<file path="src/rtl/hdnu_consts.vh">
// Constants for the half-duplex nine-bit serial port
`ifndef HDNU_CONSTS_VH
`define HDNU_CONSTS_VH
`define HDNU_ADDR_DATA 8'hD6
`define HDNU_ADDR_CTRL 8'hD7
`define HDNU_CTRL_RESET 8'h00
`define HDNU_BIT_RX_READY_FLAG 7
`define HDNU_BIT_TX_EMPTY_FLAG 6
`define HDNU_BIT_RX_IRQ_ENABLE 5
`define HDNU_BIT_TX_IRQ_ENABLE 4
`define HDNU_BIT_BAUD_HI 3
`define HDNU_BIT_BAUD_LO 1
`define HDNU_BIT_NINTH 0
`define HDNU_DIV_0 13'd6656
`define HDNU_DIV_1 13'd3328
`define HDNU_DIV_2 13'd1664
`define HDNU_DIV_3 13'd832
`define HDNU_DIV_4 13'd416
`define HDNU_DIV_5 13'd256
`define HDNU_DIV_6 13'd208
`define HDNU_OVERSAMPLE 8
`define HDNU_DATA_BITS 9
`define HDNU_SAMPLE_A 3'd2
`define HDNU_SAMPLE_B 3'd3
`define HDNU_SAMPLE_C 3'd4
`endif

</file>
<file path="src/rtl/hdnu_baud_gen.v">
// Baud tick generator at eight times the bit rate
`timescale 1ns/1ps
`include "hdnu_consts.vh"
module hdnu_baud_gen (
    input wire clk,
    input wire rstn,
    input wire [2:0] baud_select,
    input wire restart,
    output reg tick
);
    reg [12:0] divisor;
    reg [12:0] count;
    // Table of internal-clock divisors per baud code
    always @* begin
        case (baud_select)
            3'd0: divisor = `HDNU_DIV_0;
            3'd1: divisor = `HDNU_DIV_1;
            3'd2: divisor = `HDNU_DIV_2;
            3'd3: divisor = `HDNU_DIV_3;
            3'd4: divisor = `HDNU_DIV_4;
            3'd5: divisor = `HDNU_DIV_5;
            3'd6: divisor = `HDNU_DIV_6;
            default: divisor = `HDNU_DIV_6;
        endcase
    end
    // Tick every divisor/8 clocks
    always @(posedge clk or negedge rstn) begin
        if (!rstn) begin
            count <= 13'h0000;
            tick <= 1'b0;
        end else if (restart) begin
            count <= 13'h0000;
            tick <= 1'b0;
        end else if (count >= (divisor >> 3) - 13'h0001) begin
            count <= 13'h0000;
            tick <= 1'b1;
        end else begin
            count <= count + 13'h0001;
            tick <= 1'b0;
        end
    end
endmodule // hdnu_baud_gen

</file>
<file path="src/rtl/hdnu_vote.v">
// Two-of-three majority vote over timed samples
`timescale 1ns/1ps
`include "hdnu_consts.vh"
module hdnu_vote (
    input wire clk,
    input wire rstn,
    input wire tick,
    input wire [2:0] phase,
    input wire rx_in,
    output wire bit_value
);
    reg [2:0] samples;
    integer i;
    // Capture three samples inside the eight states of a bit
    always @(posedge clk or negedge rstn) begin
        if (!rstn) begin
            samples <= 3'h7;
        end else if (tick) begin
            for (i = 0; i < 3; i = i + 1) begin
                if (phase == `HDNU_SAMPLE_A + i[2:0]) begin
                    samples[i] <= rx_in;
                end
            end
        end
    end
    assign bit_value = (samples[0] & samples[1]) | (samples[1] & samples[2]) | (samples[0] & samples[2]);
endmodule // hdnu_vote

</file>
<file path="src/rtl/hdnu_uart.v">
// Half-duplex nine-bit serial port with AHB-Lite register slave
`timescale 1ns/1ps
`include "hdnu_consts.vh"
module hdnu_uart (
    input wire clk,
    input wire rstn,
    input wire hsel,
    input wire [31:0] haddr,
    input wire [1:0] htrans,
    input wire hwrite,
    input wire [2:0] hsize,
    input wire [31:0] hwdata,
    input wire hready,
    output wire hreadyout,
    output wire hresp,
    output reg [31:0] hrdata,
    input wire receive_line,
    input wire port_output_value,
    output wire transmit_line,
    output wire tx_output_select,
    output wire tx_irq,
    output wire rx_irq
);
    localparam ST_IDLE = 2'd0;
    localparam ST_TX = 2'd1;
    localparam ST_RX = 2'd2;

    reg [1:0] state;
    reg rx_ready_flag;
    reg tx_empty_flag;
    reg rx_irq_enable;
    reg tx_irq_enable;
    reg [2:0] baud_select;
    reg ninth_bit_value;
    reg [7:0] rx_buffer;
    reg [8:0] shift;
    reg [3:0] bit_index;
    reg [2:0] phase;
    reg tx_level;
    reg rx_prev;
    reg wr_pending;
    reg [7:0] wr_addr;
    reg [7:0] rd_addr;
    reg rd_pending;
    wire tick;
    wire voted;
    wire data_write;
    wire ctrl_write;
    wire addr_phase;
    wire falling;
    wire tx_done;
    wire rx_done;
    wire [7:0] ctrl_value;

    // AHB-Lite address phase, zero wait states
    assign addr_phase = hsel && hready && htrans[1];
    assign hreadyout = 1'b1;
    assign hresp = 1'b0;
    assign data_write = wr_pending && (wr_addr == `HDNU_ADDR_DATA);
    assign ctrl_write = wr_pending && (wr_addr == `HDNU_ADDR_CTRL);

    always @(posedge clk or negedge rstn) begin
        if (!rstn) begin
            wr_pending <= 1'b0;
            rd_pending <= 1'b0;
            wr_addr <= 8'h00;
            rd_addr <= 8'h00;
        end else begin
            // Register index is the word address: byte address is four times the index
            wr_pending <= addr_phase && hwrite && (haddr[31:10] == 22'h000000) && (haddr[1:0] == 2'b00);
            rd_pending <= addr_phase && !hwrite;
            wr_addr <= haddr[9:2];
            rd_addr <= haddr[9:2];
        end
    end

    // Control register image
    assign ctrl_value = {rx_ready_flag, tx_empty_flag, rx_irq_enable, tx_irq_enable, baud_select,
        ninth_bit_value};

    // Read data launched from flip-flops; unmapped reads below 0x400 give zero, reads above keep the old hrdata
    always @(posedge clk or negedge rstn) begin
        if (!rstn) begin
            hrdata <= 32'h00000000;
        end else if (addr_phase && !hwrite && haddr[31:10] == 22'h000000) begin
            if (haddr[9:2] == `HDNU_ADDR_DATA) begin
                hrdata <= {24'h000000, rx_buffer};
            end else if (haddr[9:2] == `HDNU_ADDR_CTRL) begin
                hrdata <= {24'h000000, ctrl_value};
            end else begin
                hrdata <= 32'h00000000;
            end
        end
    end

    hdnu_baud_gen u_baud (
        .clk(clk),
        .rstn(rstn),
        .baud_select(baud_select),
        .restart(data_write || ((state == ST_IDLE) && falling)),
        .tick(tick)
    );

    hdnu_vote u_vote (
        .clk(clk),
        .rstn(rstn),
        .tick(tick),
        .phase(phase),
        .rx_in(receive_line),
        .bit_value(voted)
    );

    // Edge watch only while idle, neither transmitting nor receiving
    assign falling = rx_prev && !receive_line && (state == ST_IDLE);
    assign tx_done = (state == ST_TX) && tick && (phase == 3'd7) && (bit_index == 4'd10);
    assign rx_done = (state == ST_RX) && tick && (phase == 3'd7) && (bit_index == 4'd10);

    always @(posedge clk or negedge rstn) begin
        if (!rstn) begin
            rx_prev <= 1'b1;
        end else begin
            rx_prev <= receive_line;
        end
    end

    // Shared shift engine; bit_index 0 start, 1..9 data, 10 stop
    always @(posedge clk or negedge rstn) begin
        if (!rstn) begin
            state <= ST_IDLE;
            shift <= 9'h000;
            bit_index <= 4'h0;
            phase <= 3'h0;
            tx_level <= 1'b1;
            rx_buffer <= 8'h00;
        end else if (data_write) begin
            // Transmission pre-empts reception
            state <= ST_TX;
            shift <= {ninth_bit_value, hwdata[7:0]};
            bit_index <= 4'h0;
            phase <= 3'h0;
            tx_level <= 1'b0;
        end else begin
            case (state)
                ST_IDLE: begin
                    tx_level <= 1'b1;
                    if (falling) begin
                        state <= ST_RX;
                        bit_index <= 4'h0;
                        phase <= 3'h0;
                    end
                end
                ST_TX: begin
                    if (tick) begin
                        phase <= phase + 3'h1;
                        if (phase == 3'd7) begin
                            bit_index <= bit_index + 4'h1;
                            if (bit_index == 4'd10) begin
                                state <= ST_IDLE;
                                tx_level <= 1'b1;
                            end else if (bit_index == 4'd9) begin
                                tx_level <= 1'b1;
                            end else begin
                                tx_level <= shift[0];
                                shift <= {1'b0, shift[8:1]};
                            end
                        end
                    end
                end
                ST_RX: begin
                    if (tick) begin
                        phase <= phase + 3'h1;
                        if (phase == 3'd7) begin
                            bit_index <= bit_index + 4'h1;
                            if (bit_index >= 4'd1 && bit_index <= 4'd9) begin
                                shift <= {voted, shift[8:1]};
                            end
                            if (bit_index == 4'd10) begin
                                rx_buffer <= shift[7:0];
                                state <= ST_IDLE;
                            end
                        end
                    end
                end
                default: begin
                    state <= ST_IDLE;
                end
            endcase
        end
    end

    // Control register and flags; hardware set wins over software clear
    always @(posedge clk or negedge rstn) begin
        if (!rstn) begin
            rx_ready_flag <= 1'b0;
            tx_empty_flag <= 1'b0;
            rx_irq_enable <= 1'b0;
            tx_irq_enable <= 1'b0;
            baud_select <= 3'h0;
            ninth_bit_value <= 1'b0;
        end else begin
            if (ctrl_write) begin
                rx_irq_enable <= hwdata[`HDNU_BIT_RX_IRQ_ENABLE];
                tx_irq_enable <= hwdata[`HDNU_BIT_TX_IRQ_ENABLE];
                baud_select <= hwdata[`HDNU_BIT_BAUD_HI:`HDNU_BIT_BAUD_LO];
                ninth_bit_value <= hwdata[`HDNU_BIT_NINTH];
                rx_ready_flag <= hwdata[`HDNU_BIT_RX_READY_FLAG];
                tx_empty_flag <= hwdata[`HDNU_BIT_TX_EMPTY_FLAG];
            end
            if (data_write) begin
                tx_empty_flag <= 1'b0;
            end
            if (tx_done) begin
                tx_empty_flag <= 1'b1;
            end
            if (rx_done) begin
                rx_ready_flag <= 1'b1;
                ninth_bit_value <= shift[8];
            end
        end
    end

    // Outputs: inverted data, port value when not transmitting
    assign tx_output_select = (state == ST_TX);
    assign transmit_line = tx_output_select ? ~tx_level : port_output_value;
    assign tx_irq = tx_empty_flag && tx_irq_enable;
    assign rx_irq = rx_ready_flag && rx_irq_enable;
endmodule // hdnu_uart

</file>
<file path="config.mk">
export PLATFORM = sky130hd
export DESIGN_NAME = hdnu_uart
export DESIGN_NICKNAME = d
export VERILOG_FILES = /design/src/rtl/hdnu_baud_gen.v /design/src/rtl/hdnu_vote.v /design/src/rtl/hdnu_uart.v
export VERILOG_INCLUDE_DIRS = /design/src /design/src/rtl
export SDC_FILE = /design/constraint.sdc
export NUM_CORES = 1
export LEC_CHECK = 0
export BUFFER_PORTS_ARGS = -buffer_cell sky130_fd_sc_hd__buf_2
export CORE_UTILIZATION = 35
export CTS_CLUSTER_SIZE = 20
export DETAILED_ROUTE_END_ITERATION = 6
export RECOVER_POWER = 25
export SLEW_MARGIN = 0
export SYNTH_ARGS = -nofsm -noshare
export SYNTH_HDL_FRONTEND = slang
export SYNTH_SLANG_ARGS = --single-unit
</file>
<file path="constraint.sdc">
create_clock -name clk -period 5.65 [get_ports clk]
set_input_delay 0 -clock clk [delete_from_list [all_inputs] [get_ports clk]]
set_output_delay 0 -clock clk [all_outputs]
set_load 0.02 [all_outputs]
</file>
Word level (Yosys, flattened, before mapping)

Index checks and enable logic that the tools add are counted.

Output and inout bits: 38
Input bits: 76
Register bits after elaboration: 94
Logic and storage cells: 151

Bitwise logic cells: 7
Eq/ne operators: 28
Add/subtract/negate cells: 4
Reductions and logical operators: 43
Mux-type cells: 45
Magnitude comparators: 3

Operators with widths:

| operator                                                                | number |
|---|---|
| 13-bit case mux with 6 select lines                                     | 1 |
| 9-bit two-way mux                                                       | 8 |
| 8-bit equality test, second input constant                              | 4 |
| 13-bit two-way mux                                                      | 2 |
| 22-bit logical NOT                                                      | 1 |
| 1-bit logical AND                                                       | 21 |
| 9-bit case mux with 2 select lines                                      | 1 |
| 4-bit two-way mux                                                       | 4 |
| 8-bit two-way mux                                                       | 2 |
| 1-bit two-way mux                                                       | 15 |
| 3-bit by 1-bit inequality test with 1-bit output, second input constant | 5 |
| 13-bit by 1-bit adder with 13-bit output, second input constant         | 1 |
| 13-bit >= comparator                                                    | 1 |
| 3-bit by 2-bit equality test with 1-bit output, second input constant   | 4 |
| 3-bit equality test, second input constant                              | 4 |
| 3-bit inequality test, second input constant                            | 4 |
| 3-bit nonzero test                                                      | 4 |
| 10-bit by 1-bit subtractor with 11-bit output, second input constant    | 1 |
| 2-bit two-way mux                                                       | 5 |
| 3-bit two-way mux                                                       | 3 |
| 4-bit equality test, second input constant                              | 2 |
| 4-bit case mux with 2 select lines                                      | 1 |
| 4-bit AND reduction                                                     | 2 |
| 8-bit AND reduction                                                     | 1 |
| 23 further kinds                                                        | 33 |

Logic depth before layout (Yosys ltp)

Depth in word-level cells: 8
Mapped depth: 11
Gate-level depth less buffers: 9

Modules after synthesis

Synthesis repeated with hierarchy kept, for this count alone.

Cell total of the unflattened synthesis: 368
Area total of the unflattened synthesis: 4,132.7 sq um

Modules (own cells, without submodules):

| module        | cells an instance | area an instance (sq um) | times used | seq. area each (sq um) |
|---|---|---|---|---|
| hdnu_uart     | 258               | 2,935.3                  | 1          | 1,328.8 |
| hdnu_baud_gen | 100               | 1,033.5                  | 1          | 350.3 |
| hdnu_vote     | 10                | 163.9                    | 1          | 78.8 |

Least setup slack after synthesis

Ideal clock, no wire load.

Path type: reg-to-reg
Start point: register baud_select[1]
End point: register u_baud.count[10]
Data arrival time: 1.945 ns
Path buffers: 2
Clock period less this slack: 2.079 ns
Stages on the path, launching flop included: 10
Library setup time: 0.134 ns
Data required time: 5.516 ns
Slack: 3.571 ns
Cells stage by stage: dfrtp_1 -> clkbuf_1 -> or2_2 -> nor2b_1 -> ha_1 -> nand2_1 -> o21ai_0 -> and3_1 -> clkbuf_1 -> nor3_1

Cells in the longest elaborated chain, start to end: 6
Elaborated cells between the ends (all ways): 11
Classes of those cells: add/sub: 1; order compare: 1; eq/ne: 5; mux: 3; reduce/logical: 1

Ends and longest elaborated chain:

| what                                              | RTL line           | text |
|---|---|---|
| start: declaration                                | hdnu_uart.v:33     | `reg [2:0] baud_select;` |
| start signal: assignment                          | hdnu_uart.v:204    | `` baud_select <= hwdata[`HDNU_BIT_BAUD_HI:`HDNU_BIT_BAUD_LO]; `` |
| 3-bit equality test (tied with other cells)       | hdnu_baud_gen.v:15 | `case (baud_select)` |
| 13-bit case mux with 6 select lines (*)           | hdnu_baud_gen.v:15 |  |
| 10-bit by 1-bit subtractor with 11-bit output (*) | hdnu_baud_gen.v:34 | `end else if (count >= (divisor >> 3) - 13'h0001) begin` |
| 13-bit >= comparator (*)                          | hdnu_baud_gen.v:34 |  |
| 13-bit two-way mux (*)                            | hdnu_baud_gen.v:34 |  |
| 13-bit two-way mux (*)                            | hdnu_baud_gen.v:31 | `end else if (restart) begin` |
| end signal: assignment                            | hdnu_baud_gen.v:38 | `count <= count + 13'h0001;` |
| end: declaration                                  | hdnu_baud_gen.v:12 | `reg [12:0] count;` |

Every way passes the cells marked *; elsewhere a longest branch is shown, timed or not.
A chain may end at the register's enable or synchronous reset.

Worst setup path in the final report

Start point: register baud_select[1]
End point: register u_baud.count[1]

Same word-level chain as after synthesis.

==> metrics <==
startpoint of the most critical setup path=baud_select[1]; number of enable-type register cells in the synthesized netlist=0; synthesized area per cell=9.90 um2; post-detailed-routing wire length=8.73 mm; cells taking the most area after synthesis=sky130_fd_sc_hd__dfrtp_1 (40%), sky130_fd_sc_hd__ha_1 (7.8%), sky130_fd_sc_hd__mux2_2 (6.7%), sky130_fd_sc_hd__buf_4 (4.8%), sky130_fd_sc_hd__nand3_1 (3.4%); cell type with the highest aggregate area in the netlist=sky130_fd_sc_hd__dfrtp_1; element type at the critical path end=register; post-route cell area=0.00490 mm2; commonest non-fill, non-tap cell in the layout=sky130_fd_sc_hd__dfrtp_1; post-synthesis register bit count=70; number of clock sinks=70; vias in the first global route=3097; deepest clock path buffer count=2; worst-skew pair later-pin latency=0.33 ns; count of warnings emitted by yosys=0; Post-DP Area=0.00438 mm2; maximum clock rate=409 MHz; Slew Viols, Final=0; effective utilization at floorplan=36.5%; share of synthesized registers carrying an async set or reset=100%; Remaining Overflow, GRT=0; Startpoint Class=register; wire length of the first global-routing pass=14.5 mm; total chip power=1510 uW; routed length per instance=13.7 um; first-iteration detailed-routing DRC count=161; worst rel slew slack=41.5%; CTS resizes=0; worst setup skew after layout=0.00745 ns; transition at the pin with the smallest max-transition slack=0.878 ns; post-layout min period=2.44 ns; maximum number of pins on one net before global-route repair=71; data arrival time of the worst path=2.67 ns; vias per inst=4.96; Hold Fails Final Rpt=0; Horiz. Die Dim=109 um; Fill cells=1054; clk slew on worst S/H paths=0.06 ns; 1st-pass router iterations=4; leading cell types in the layout, fill and taps excluded=sky130_fd_sc_hd__dfrtp_1 (65), sky130_fd_sc_hd__buf_2 (41), sky130_fd_sc_hd__nand2_1 (31); crit-path max FO=13; post-route setup TNS=0 ns; Antenna Violating Nets Remaining=0; post-detailed-route DRC marker count=0; buffer type at the clock tree root=sky130_fd_sc_hd__clkbuf_16; Worst Setup Path Type=reg2reg; y dimension of the die=109 um; full die area=0.0119 mm2; antenna diode count=0; nets=592; outcome=complete, no violations; period utilisation layout=43.2%; max-capacitance violation count=0; most used flip-flop cell after synthesis=sky130_fd_sc_hd__dfrtp_1; required time worst endpoint=5.88 ns; number of distinct library cells after synthesis=50; CTS H-tree lvls=3; static leakage power=0.00232 uW; CTS tree=yes; ratio of total power to cell area=309 mW/mm2; gp weighted congestion=0.811; setup violators final=0; via count=3152; cell area after technology mapping=0.00403 mm2; unrepaired setup endpoints after global routing=false; post-synthesis sequential area ratio=43.6%; source of the worst hold timing path=hwrite; post-synth top area share=40.4%; class of the worst hold path=in2reg; Worst R2R Start=baud_select[1]; share of cells above drive strength 1=19.2%; Std-Cell Core Area=0.0110 mm2; Num CTS Buffers=9; Detail Placement HPWL=6.18 mm; largest voltage drop on the vdd net=0.169 mV; number of antenna violations at the first check in global routing=0; number of buffer cells added on primary ports=59; count of boundary I/O pins=114; floorplan row count=38; total global-route track usage=15.7%; Layout Area Growth over Synthesis=21.6%; post-synthesis cell count=407
-- stage by stage --
step,setup slack [ns],hold WS (ns),utilization (%),std cells
floorplan,3.57,-0.296,-,434
global placement,3.27,0.117,39.7,598
detailed placement,3.18,0.121,39.7,598
CTS,3.14,0.124,44.6,636
global route,2.89,0.150,44.4,636
finish,3.21,0.133,44.4,636
-- power breakdown --
part           leakage, uW  internal (uW)  switching (uW)  total (uW)
logic              0.00134            130             160         290
registers         0.000836            559            56.1         615
clock network     0.000152            388             222         610
total              0.00232           1080             438        1510
-- state kept, by name, summed over array words and instances (netlist names), 3 cells and up --
register	cells
u_baud.count	13
shift	9
hrdata	8
rx_buffer	8
wr_addr	8
bit_index	4
baud_select	3
phase	3
u_vote.samples	3
-- critical path, cell delays in order (launching register included) --
cell and delay [ns]:
sky130_fd_sc_hd__dfrtp_1 0.46, sky130_fd_sc_hd__inv_1 0.08, sky130_fd_sc_hd__nor2_1 0.18, sky130_fd_sc_hd__inv_1 0.08
sky130_fd_sc_hd__ha_1 0.29, sky130_fd_sc_hd__a21oi_1 0.14, sky130_fd_sc_hd__o21ai_0 0.13, sky130_fd_sc_hd__nand3_1 0.11
sky130_fd_sc_hd__nand4b_1 0.50, sky130_fd_sc_hd__nor3b_1 0.37
-- synthesized netlist by cell type, drive strengths merged (5+ instances only) --
library cell and count:
nand3 27, nand2b 6, o21ai 22, xnor2 5, and2 12, mux2 24, a21oi 18, xor2 9
dfrtp 65, inv 12, nor2 26, nor2b 5, nor4 5, buf 30, nor3 17, ha 25
clkbuf 7, mux2i 10, dfstp 5, and3 9, nand2 31
-- area by class of cell --
class / count / area, um2 / share of cell area [%]
sequential: 70 / 1760 / 35.9
clock buffer: 9 / 225 / 4.60
clock inverter: 7 / 97.6 / 1.99
inverter: 12 / 45.0 / 0.919
timing repair buffer: 83 / 508 / 10.4
multi-input combinational: 315 / 2090 / 42.7
tap: 140 / 175 / 3.58
-- what timing repair did --
action | CTS | global route
hold buffers | 22 | 0
buffers inserted | 0 | 0
endpoints found under the hold margin | 93 | 0
-- routing by layer --
| layer | global-route usage (%) | vias to the layer above | wire length (um) |
|---|---|---|---|
| li1 | - | 1545 | - |
| met1 | 20.5 | 1526 | 4030 |
| met2 | 25.7 | 71 | 4280 |
| met3 | 2.90 | 10 | 301 |
| met4 | 6.29 | 0 | 123 |
| met5 | 0 | - | 0 |
-- final timing paths --
| path | to | slack, ns | cells after the start |
|---|---|---|---|
| max | u_baud.count[1] | 3.21 | 9 |
| min | hrdata[4] | 0.13 | 3 |
| max reg2reg | u_baud.count[1] | 3.21 | 9 |
| min reg2reg | rx_buffer[6] | 0.50 | 1 |
| max in group asynchronous | rx_buffer[1] | 4.67 | 3 |
| min in group asynchronous | phase[2] | 0.41 | 3 |
-- logic make-up (layout without fill, tap and decap cells) --
group	Yosys count	in the layout	share of synthesized area [%]
DFF	70	70	43.6
xor gates and xnor gates	14	14	3.04
adders and majority gates	26	26	8.01
muxes	34	34	9.19
and+or+nand+nor	156	156	20.6
other	2	29	0.186
buffers and inverters	49	111	7.11
AOI/OAI and AO/OA	56	56	8.23
Power figures use the tool's default switching activity.
